<file path="config.mk">
export PLATFORM = sky130hd
export DESIGN_NAME = iep_regs
export DESIGN_NICKNAME = d
export VERILOG_FILES = /design/src/iep_pkg.sv /design/src/iep_arb_if.sv /design/src/iep_arbiter.sv /design/src/iep_regs.sv
export VERILOG_INCLUDE_DIRS = /design/src
export SDC_FILE = /design/constraint.sdc
export NUM_CORES = 1
export LEC_CHECK = 0
export BUFFER_PORTS_ARGS = -buffer_cell sky130_fd_sc_hd__buf_4
export CORE_MARGIN = 5
export CORE_UTILIZATION = 53
export DETAILED_ROUTE_END_ITERATION = 10
export PLACE_DENSITY = 0.79
export SYNTH_ARGS = -nofsm -noshare
export SYNTH_HDL_FRONTEND = slang
export SYNTH_HIERARCHICAL = 1
export SYNTH_SLANG_ARGS = --single-unit
</file>
<file path="constraint.sdc">
create_clock -name clk_sys_i -period 13.78 [get_ports clk_sys_i]
set_input_delay 2.756 -clock clk_sys_i [delete_from_list [all_inputs] [get_ports clk_sys_i]]
set_output_delay 2.756 -clock clk_sys_i [all_outputs]
set_load 0.01 [all_outputs]
</file>
<file path="src/iep_map.svh">
// register offsets, field positions, reset values and masks
// Notes on behaviour
// RL1: bits 3..0 of enable group 1 gate four second-bank sources.
// RL2: reserved upper bits read undefined (zero here); never write ones there.
// RL3: priority-low group 0 holds the low priority bit of seven sources.
// RL4: priority-low group 1 holds the low priority bit of four sources.
// RL5: reset clears every implemented bit of the three registers.
// RL6: each register supports single-bit set, clear and test besides bytes.
// RL7: high and low priority bits form a level from 0 (lowest) to 3.
// RL8: only a higher level preempts a running handler; level 3 never is.
// RL9: per-source enables act only while the global gate is set.
`ifndef IEP_MAP_SVH
`define IEP_MAP_SVH
`define IEP_OFS_PRIO_LO0 8'hb8
`define IEP_OFS_IRQ_EN1 8'he8
`define IEP_OFS_PRIO_LO1 8'hf8
`define IEP_OFS_IRQ_EN0 8'ha8
`define IEP_OFS_PRIO_HI0 8'hb7
`define IEP_OFS_PRIO_HI1 8'hf7
`define IEP_OFS_STATUS 8'hf0
`define IEP_MASK_GRP0 8'h7f
`define IEP_MASK_GRP1 8'h0f
`define IEP_RST_VAL 8'h00
`define IEP_GATE_BIT 7
`define IEP_SRC_CNT 11
`endif

</file>
<file path="src/iep_pkg.sv">
// types shared by the interrupt enable and priority block
package iep_pkg;
	typedef logic [1:0] iep_level_t;
	typedef logic [7:0] iep_byte_t;
	typedef enum logic [1:0] {
		IEP_OP_BYTE,
		IEP_OP_SET,
		IEP_OP_CLR
	} iep_op_e;
endpackage

</file>
<file path="src/iep_arb_if.sv">
// carrier between register file and arbiter
`timescale 1ns/1ns
interface iep_arb_if;
	logic [10:0] req;
	logic [10:0] en;
	logic [10:0] prio_hi;
	logic [10:0] prio_lo;
	logic gate;
	logic ack;
	logic ret;
	logic grant_valid;
	logic [3:0] grant_id;
	logic [1:0] grant_level;
	logic [3:0] active;
	modport regs (output en, prio_hi, prio_lo, gate,
		input grant_valid, grant_id, grant_level, active);
	modport arb (input req, en, prio_hi, prio_lo, gate, ack, ret,
		output grant_valid, grant_id, grant_level, active);
endinterface

</file>
<file path="src/iep_arbiter.sv">
// priority arbiter with in-service level stack
`timescale 1ns/1ns
`include "iep_map.svh"
module iep_arbiter (
	input wire logic clk_sys_i,
	input wire logic rst_n_i,
	iep_arb_if.arb bus
);
	import iep_pkg::*;
	logic [3:0] next_id;
	logic [1:0] next_lvl;
	logic next_vld;
	logic [1:0] top_lvl;
	logic any_act;

	// highest active level is the running handler
	always_comb begin
		any_act = |bus.active;
		top_lvl = 2'd0;
		for (int l = 0; l < 4; l++) begin
			if (bus.active[l]) begin
				top_lvl = 2'(l);
			end
		end
	end

	// lowest index wins inside a level (polling order)
	always_comb begin
		next_vld = 1'b0;
		next_id = 4'h0;
		next_lvl = 2'd0;
		for (int i = `IEP_SRC_CNT - 1; i >= 0; i--) begin
			if (bus.gate && bus.req[i] && bus.en[i]) begin // [RL9]
				if (!next_vld || {bus.prio_hi[i], bus.prio_lo[i]} >= next_lvl) begin
					next_vld = 1'b1;
					next_id = 4'(i);
					next_lvl = {bus.prio_hi[i], bus.prio_lo[i]}; // [RL7]
				end
			end
		end
		if (any_act && next_lvl <= top_lvl) begin
			next_vld = 1'b0; // [RL8]
		end
	end

	always_ff @(posedge clk_sys_i) begin
		if (!rst_n_i) begin
			bus.grant_valid <= 1'b0;
			bus.grant_id <= 4'h0;
			bus.grant_level <= 2'd0;
		end else begin
			bus.grant_valid <= next_vld;
			bus.grant_id <= next_id;
			bus.grant_level <= next_lvl;
		end
	end

	// ack pushes granted level, return pops the top one
	always_ff @(posedge clk_sys_i) begin
		if (!rst_n_i) begin
			bus.active <= 4'h0;
		end else begin
			// a return and a new grant in one cycle: pop, then push
			if (bus.ret && any_act) begin
				bus.active[top_lvl] <= 1'b0;
			end
			if (bus.ack && bus.grant_valid) begin
				bus.active[bus.grant_level] <= 1'b1; // [RL8]
			end
		end
	end
endmodule

</file>
<file path="src/iep_regs.sv">
// second enable bank and low priority registers with arbitration
//
// Local design decision: strobed register access.
`timescale 1ns/1ns
`include "iep_map.svh"
module iep_regs (
	// clock and reset
	input wire logic clk_sys_i,
	input wire logic rst_n_i,
	// register port
	input wire logic [7:0] addr_i,
	input wire iep_pkg::iep_byte_t wdata_i,
	input wire logic wr_i,
	input wire logic rd_i,
	input wire iep_pkg::iep_op_e op_i,
	input wire logic [2:0] bit_sel_i,
	output iep_pkg::iep_byte_t rdata_o,
	output logic bit_o,
	// interrupt requests and core handshake
	input wire logic [10:0] irq_req_i,
	input wire logic irq_ack_i,
	input wire logic irq_ret_i,
	output logic irq_valid_o,
	output logic [3:0] irq_id_o,
	output logic [1:0] irq_level_o
);
	import iep_pkg::*;
	iep_byte_t en0, en1, plo0, plo1, phi0, phi1;
	iep_byte_t rd_val;
	iep_arb_if arb_c ();

	// byte write, or bit set / bit clear on one bit
	function automatic iep_byte_t upd(iep_byte_t cur, iep_byte_t mask);
		iep_byte_t v;
		v = cur;
		unique case (op_i)
			IEP_OP_BYTE: v = wdata_i;
			IEP_OP_SET: v[bit_sel_i] = 1'b1; // [RL6]
			IEP_OP_CLR: v[bit_sel_i] = 1'b0; // [RL6]
			default: v = cur;
		endcase
		return v & mask; // [RL2]
	endfunction

	function automatic logic hit(logic [7:0] ofs);
		return wr_i && addr_i == ofs;
	endfunction

	always_ff @(posedge clk_sys_i) begin
		if (!rst_n_i) begin
			en1 <= `IEP_RST_VAL; // [RL5]
		end else if (hit(`IEP_OFS_IRQ_EN1)) begin
			en1 <= upd(en1, `IEP_MASK_GRP1); // [RL1]
		end
	end
	always_ff @(posedge clk_sys_i) begin
		if (!rst_n_i) begin
			plo0 <= `IEP_RST_VAL; // [RL5]
		end else if (hit(`IEP_OFS_PRIO_LO0)) begin
			plo0 <= upd(plo0, `IEP_MASK_GRP0); // [RL3]
		end
	end
	always_ff @(posedge clk_sys_i) begin
		if (!rst_n_i) begin
			plo1 <= `IEP_RST_VAL; // [RL5]
		end else if (hit(`IEP_OFS_PRIO_LO1)) begin
			plo1 <= upd(plo1, `IEP_MASK_GRP1); // [RL4]
		end
	end
	always_ff @(posedge clk_sys_i) begin
		if (!rst_n_i) begin
			en0 <= `IEP_RST_VAL;
		end else if (hit(`IEP_OFS_IRQ_EN0)) begin
			en0 <= upd(en0, 8'hff);
		end
	end
	always_ff @(posedge clk_sys_i) begin
		if (!rst_n_i) begin
			phi0 <= `IEP_RST_VAL;
		end else if (hit(`IEP_OFS_PRIO_HI0)) begin
			phi0 <= upd(phi0, `IEP_MASK_GRP0);
		end
	end
	always_ff @(posedge clk_sys_i) begin
		if (!rst_n_i) begin
			phi1 <= `IEP_RST_VAL;
		end else if (hit(`IEP_OFS_PRIO_HI1)) begin
			phi1 <= upd(phi1, `IEP_MASK_GRP1);
		end
	end

	// source order: 0..6 first bank, 7..10 second bank
	assign arb_c.req = irq_req_i;
	assign arb_c.ack = irq_ack_i;
	assign arb_c.ret = irq_ret_i;
	assign arb_c.gate = en0[`IEP_GATE_BIT]; // [RL9]
	assign arb_c.en = {en1[3:0], en0[6:0]}; // [RL1]
	assign arb_c.prio_lo = {plo1[3:0], plo0[6:0]}; // [RL3] [RL4]
	assign arb_c.prio_hi = {phi1[3:0], phi0[6:0]}; // [RL7]

	iep_arbiter u_arb (
		.clk_sys_i(clk_sys_i),
		.rst_n_i(rst_n_i),
		.bus(arb_c)
	);

	// unmapped addresses read zero; status shows in-service levels
	always_comb begin
		unique case (addr_i)
			`IEP_OFS_IRQ_EN0: rd_val = en0;
			`IEP_OFS_IRQ_EN1: rd_val = en1;
			`IEP_OFS_PRIO_LO0: rd_val = plo0;
			`IEP_OFS_PRIO_LO1: rd_val = plo1;
			`IEP_OFS_PRIO_HI0: rd_val = phi0;
			`IEP_OFS_PRIO_HI1: rd_val = phi1;
			`IEP_OFS_STATUS: rd_val = {4'h0, arb_c.active};
			default: rd_val = 8'h00;
		endcase
	end

	always_ff @(posedge clk_sys_i) begin
		if (!rst_n_i) begin
			rdata_o <= 8'h00;
			bit_o <= 1'b0;
		end else begin
			rdata_o <= rd_i ? rd_val : 8'h00;
			bit_o <= rd_i ? rd_val[bit_sel_i] : 1'b0; // [RL6]
		end
	end

	always_ff @(posedge clk_sys_i) begin
		if (!rst_n_i) begin
			irq_valid_o <= 1'b0;
			irq_id_o <= 4'h0;
			irq_level_o <= 2'd0;
		end else begin
			irq_valid_o <= arb_c.grant_valid;
			irq_id_o <= arb_c.grant_id;
			irq_level_o <= arb_c.grant_level;
		end
	end
endmodule

</file>
-- Word level (Yosys, flattened, before mapping)
Cells that the tools add are included.
- register bits: 61
- bits in latches: 0
- RAM bits: 0
- bits in read-only memories: 0
- input port bits: 38
- output and inout bits: 16
- logic and storage cells: 207
- memories: 0
- add/subtract/negate cells: 0
- multipliers: 0
- div/mod/pow operators: 0
- $lt $le $gt $ge: 17
- eq/ne operators: 9
- shift-type cells: 0
- multiplexer cells: 84
- bitwise operators: 17
- reductions and logical operators: 65
- operators with widths (cell ; number):
    4-bit 2-to-1 mux ; 24
    8-bit == test (second input constant) ; 7
    8-bit one-hot mux with 7 select lines ; 1
    2-bit 2-to-1 mux ; 23
    7-bit one-hot mux with 3 select lines ; 2
    4-bit one-hot mux with 3 select lines ; 3
    1-bit logical AND ; 34
    1-bit 2-to-1 mux ; 26
    8-bit one-hot mux with 3 select lines ; 1
    2-bit >= comparator ; 10
    4-bit bitwise AND ; 4
    4-bit bitwise OR ; 4
    7-bit bitwise AND ; 2
    7-bit bitwise OR ; 2
    2-bit AND reduction ; 7
    1-bit logical NOT ; 10
    1-bit logical OR ; 10
    8-bit bitwise AND ; 1
    8-bit NOT ; 1
    8-bit bitwise OR ; 1
    2-bit by 3-bit less-than comparator with 1-bit output (second input constant) ; 2
    1-bit demux with 2-bit select ; 2
    2-bit by 1-bit >= comparator with 1-bit output (second input constant) ; 2
    3-bit by 4-bit less-than comparator with 1-bit output (second input constant) ; 1
    other kinds (12) ; 12

-- Longest topological paths before layout
- depth after elaboration: 46
- depth in mapped cells: 65
- gate-level depth less buffers: 64

-- By module
Netlist, hierarchy kept.
- by module, submodules not included (module ; instances ; cells each ; area an instance (µm²) ; seq. area each (µm²)):
    iep_regs ; 1 ; 316 ; 2493.6 ; 1001.0
    iep_arbiter ; 1 ; 196 ; 1473.9 ; 220.2

-- Worst setup path before layout
OpenSTA, ideal clock, no wires.
- kind: input port to flip-flop
- from: in irq_req_i[10]
- to: reg u_arb.bus.grant_valid
- library setup time: 132 ps
- arrival time: 14221 ps
- data required time: 13648 ps
- setup slack: -573 ps
- cell stages on the path: 62
- path buffers: 0
- cell sequence: nand2_1 nor3_1 ha_1 nand2b_1 a211o_1 a32oi_1 nor2_1 ha_1 nand2b_1 a221oi_1 or2_2 a21oi_1 ha_1 nand2b_1 a211o_1 nand4_1 mux2_2 ha_1 (+26 left out) mux2_4 ha_1 a311oi_1 a211o_1 nor2_1 a21o_2 ha_1 nand2b_1 a21oi_1 a21oi_1 a311o_1 a22oi_1 ha_1 inv_1 a21oi_1 a21oi_1 o21ai_0 a31oi_1
- cells in the longest elaborated chain, start to end: 46
- elaborated cells between the ends (all ways): 77
- those cells by class: order compare (11); mux (42); reduce/logical (24)
- RTL lines (element ; RTL line ; RTL):
    start: declaration ; iep_regs.sv:20 ; input wire logic [10:0] irq_req_i,
    1-bit logical AND * (2 in a row) ; iep_arbiter.sv:33 ; if (bus.gate && bus.req[i] && bus.en[i]) begin
    2-bit 2-to-1 mux / 1-bit 2-to-1 mux (equally long branches) ; iep_arbiter.sv:33 ;
    2-bit >= comparator / 1-bit logical NOT (equally long branches) ; iep_arbiter.sv:34 ; if (!next_vld || {bus.prio_hi[i], bus.prio_lo[i]} >= next_lvl) begin
    1-bit logical OR ; iep_arbiter.sv:34 ;
    2-bit 2-to-1 mux / 1-bit 2-to-1 mux (equally long branches) ; iep_arbiter.sv:34 ;
    2-bit 2-to-1 mux / 1-bit 2-to-1 mux (equally long branches) ; iep_arbiter.sv:33 ;
    2-bit >= comparator / 1-bit logical NOT (equally long branches) ; iep_arbiter.sv:34 ;
    1-bit logical OR ; iep_arbiter.sv:34 ;
    (+29 left out) ; - ;
    2-bit 2-to-1 mux / 1-bit 2-to-1 mux (equally long branches) ; iep_arbiter.sv:33 ;
    2-bit >= comparator / 1-bit logical NOT (equally long branches) ; iep_arbiter.sv:34 ;
    1-bit logical OR ; iep_arbiter.sv:34 ;
    2-bit 2-to-1 mux ; iep_arbiter.sv:34 ;
    2-bit 2-to-1 mux ; iep_arbiter.sv:33 ;
    2-bit less-or-equal comparator ; iep_arbiter.sv:41 ; if (any_act && next_lvl <= top_lvl) begin
    1-bit logical AND ; iep_arbiter.sv:41 ;
    2-bit OR reduction (no line) ; - ;
    end signal: assignment ; iep_arbiter.sv:52 ; bus.grant_valid <= next_vld;
    end: declaration ; iep_arb_if.sv:18 ; output grant_valid, grant_id, grant_level, active);
Every way passes the cells marked *; elsewhere a longest branch is shown, timed or not.
A chain may end at the register's enable or synchronous reset.

-- Worst setup path in the final report
Same ends and word-level chain as after synthesis.

==> impl_metrics.tcl <==
set metrics [dict create \
    die_y_um 96.5 \
    finalSetupTns_ns -0.182 \
    crit_path_top_delay_cell "mux2_4" \
    layout.filler_cells 566 \
    hold_viol 0 \
    ctsLongestPathBuffers 2 \
    antenna_left 0 \
    fin_worst_skew_ns 0.0107 \
    slew_headroom 0.406 \
    hold_path_class "reg -> reg" \
    wl_mm 12.7 \
    area.growth.synth_to_final_pct 30.2 \
    setup_slack_ns -0.182 \
    synth.top_cells.by_count "dfxtp_1, a21oi_1, nand2_1" \
    yosysSeqAreaShare 0.308 \
    grt_overflow_total 0 \
    max-vdd-ir-drop_mv 0.0565 \
    tritoncts "built" \
    die_w_um 96.5 \
    run_status "finished with violations" \
    power.density_mw_per_mm2 71.8 \
    wl_per_cell_um 18.3 \
    synth_cells 512 \
    path_max_fanout 4 \
    dieArea_sq_mm 0.00932 \
    yosysMostFrequentCell "dfxtp_1" \
    rsz0062_at_grt "true" \
    drt-initial-drc-count 448 \
    dr.pass1.iters 5 \
    ctsHoldBuffers 0 \
    cts_made_buffers 9 \
    grt_first_pass_wirelength_mm 19.7 \
    multi_input_area_sq_mm 0.00288 \
    netlist.area_leader.share 0.308 \
    drive_gt1_frac 0.282 \
    cpMostUsedCell "ha_4" \
    cp-start-kind "input pin" \
    final.period_utilization 1.01 \
    ys.flop_type "dfxtp_1" \
    start_util 0.547 \
    clk_latency_ns 0.35 \
    routabilityCongestion 0.963 \
    worstMarginPinSlew_ns 0.888 \
    seqCellArea_sq_mm 0.00122 \
    clkTransAtPathRegs_ns 0.07 \
    syn_avg_cell_area_sq_um 7.75 \
    grt_pass1_vias 4044 \
    path_buf_inv 3 \
    grt_max_degree 53 \
    finalCriticalPeriod_ns 13.96 \
    dp_hpwl_mm 9.26 \
    cts-root-buf "clkbuf_8" \
    holdWs_ns 0.437 \
    syn_nets 569 \
    cp_top_family "compound AO/OA/AOI/OAI gates" \
    antenna_cells 0 \
    place_ws_ns -0.616 \
    netlist.top_cell.by_area "dfxtp_1" \
    portBuffers 53 \
    syn_area_sq_mm 0.00397 \
    vias_per_cell 6.26 \
    coreArea_sq_mm 0.00725 \
    worstSetupEndpointType "register" \
    via_count 4349 \
    antenna_found_initial 0 \
    nets 648 \
    cp_data_required_time_ns 14.06 \
    worstPathArrival_ns 14.24 \
    postSynthRegisterBits 61 \
    synthArstFlopShare 0 \
    cts_sinks 61 \
    ctsHtreeMaxLevel 3 \
    cellLeakagePower_uw 0.00212 \
    track_usage 0.275 \
    ys_types 72 \
    drv_slew 0 \
    maxCapViolCount 0 \
    power.total_uw 371 \
    core.rowCount 31 \
    critical_path_class "in -> reg" \
    cpPeakStageDelay_ns 0.35 \
    yosysWarnings 6 \
    synth_edf_count 0 \
    drc 0 \
    pin_count 54 \
    yosys-top-cells-area "dfxtp_1, a21oi_1, ha_1" \
    max_freq_mhz 71.6 \
    violations "negative setup slack" \
    setup_viol 1 \
]
## metrics by stage
stage / instance area (sq um) / util / cells
after global routing: 5170 / 0.712 / 695
final: 5170 / 0.712 / 695
after floorplan: 4210 / - / 512
after detailed placement: 4820 / 0.665 / 667
after global placement: 4820 / 0.665 / 667
after CTS: 5090 / 0.702 / 691
## sequential cells by signal, indices dropped and copies added (netlist names), 2 cells and up
| name | flops |
|---|---|
| plo0 | 7 |
| plo1 | 4 |
| phi0 | 7 |
| rdata_o | 8 |
| en0 | 8 |
| en1 | 4 |
| u_arb/bus.grant_level | 2 |
| phi1 | 4 |
| irq_id_o | 4 |
| u_arb/bus.grant_id | 4 |
| irq_level_o | 2 |
| u_arb/bus.active | 4 |
## routing by layer
layer	GRT usage	up-vias	wire length (um)
met5	0	-	0
met4	0.0923	0	300
met3	0.0550	32	1150
met2	0.462	233	6060
met1	0.351	2040	5190
li1	-	2044	-
## layout by cell type (no fill, tap or decap), types with 6 or more instances in the layout
cell type	synthesis	final
a21oi_1	60	53
a22oi_1	8	7
and2_1	11	11
and3_1	6	6
buf_4	0	89
clkbuf_8	0	9
dfxtp_1	61	61
ha_1	19	10
ha_4	0	8
inv_1	22	22
mux2i_1	8	8
nand2_1	57	55
nand2b_1	14	6
nand2b_4	0	8
nand3_1	15	14
nor2_1	54	53
nor3_1	14	13
o21ai_0	24	23
o221a_2	6	6
o22ai_1	6	6
## final cells by class
| cell class | instances | area share |
|---|---|---|
| Multi-Input combinational cell | 408 | 0.557 |
| Sequential cell | 61 | 0.236 |
| Timing Repair Buffer | 89 | 0.129 |
| Clock buffer | 10 | 0.0247 |
| Tap cell | 99 | 0.0240 |
| Inverter | 22 | 0.0160 |
| Clock inverter | 6 | 0.0123 |
## power by group
| part | internal, uW | switching [uW] |
|---|---|---|
| clock network | 83.1 | 74.5 |
| registers | 176 | 0.128 |
| logic | 13.9 | 23.2 |
## what timing repair did
| item | 4_1_cts | 5_1_grt |
|---|---|---|
| endpoints found under the setup margin | 1 | 5 |
| setup buffers | 8 | 4 |
| resized for setup | 2 | 8 |
| pin swaps | 17 | 5 |
## final timing paths
| check | start | endpoint | slack, ns | cells past startpoint |
|---|---|---|---|---|
| worst max-delay path | irq_req_i[10] | u_arb/bus.grant_valid$_SDFF_PP0_ | -0.18 | 62 |
| worst min-delay path | u_arb/bus.grant_id[2]$_SDFF_PN0_ | irq_id_o[2]$_SDFF_PN0_ | 0.44 | 1 |
| worst max register to register | en0[7]$_SDFFE_PN0P_ | u_arb/bus.grant_valid$_SDFF_PP0_ | 1.77 | 61 |
| worst min register to register | u_arb/bus.grant_id[2]$_SDFF_PN0_ | irq_id_o[2]$_SDFF_PN0_ | 0.44 | 1 |
## logic make-up after synthesis
logic type,count (synthesis),synth area share
compound gates,163,0.278
fa+ha+maj,19,0.0599
buf+inv,43,0.0432
flops,61,0.308
mux,14,0.0400
simple gates,212,0.272
(Power assumes the default switching activity.)
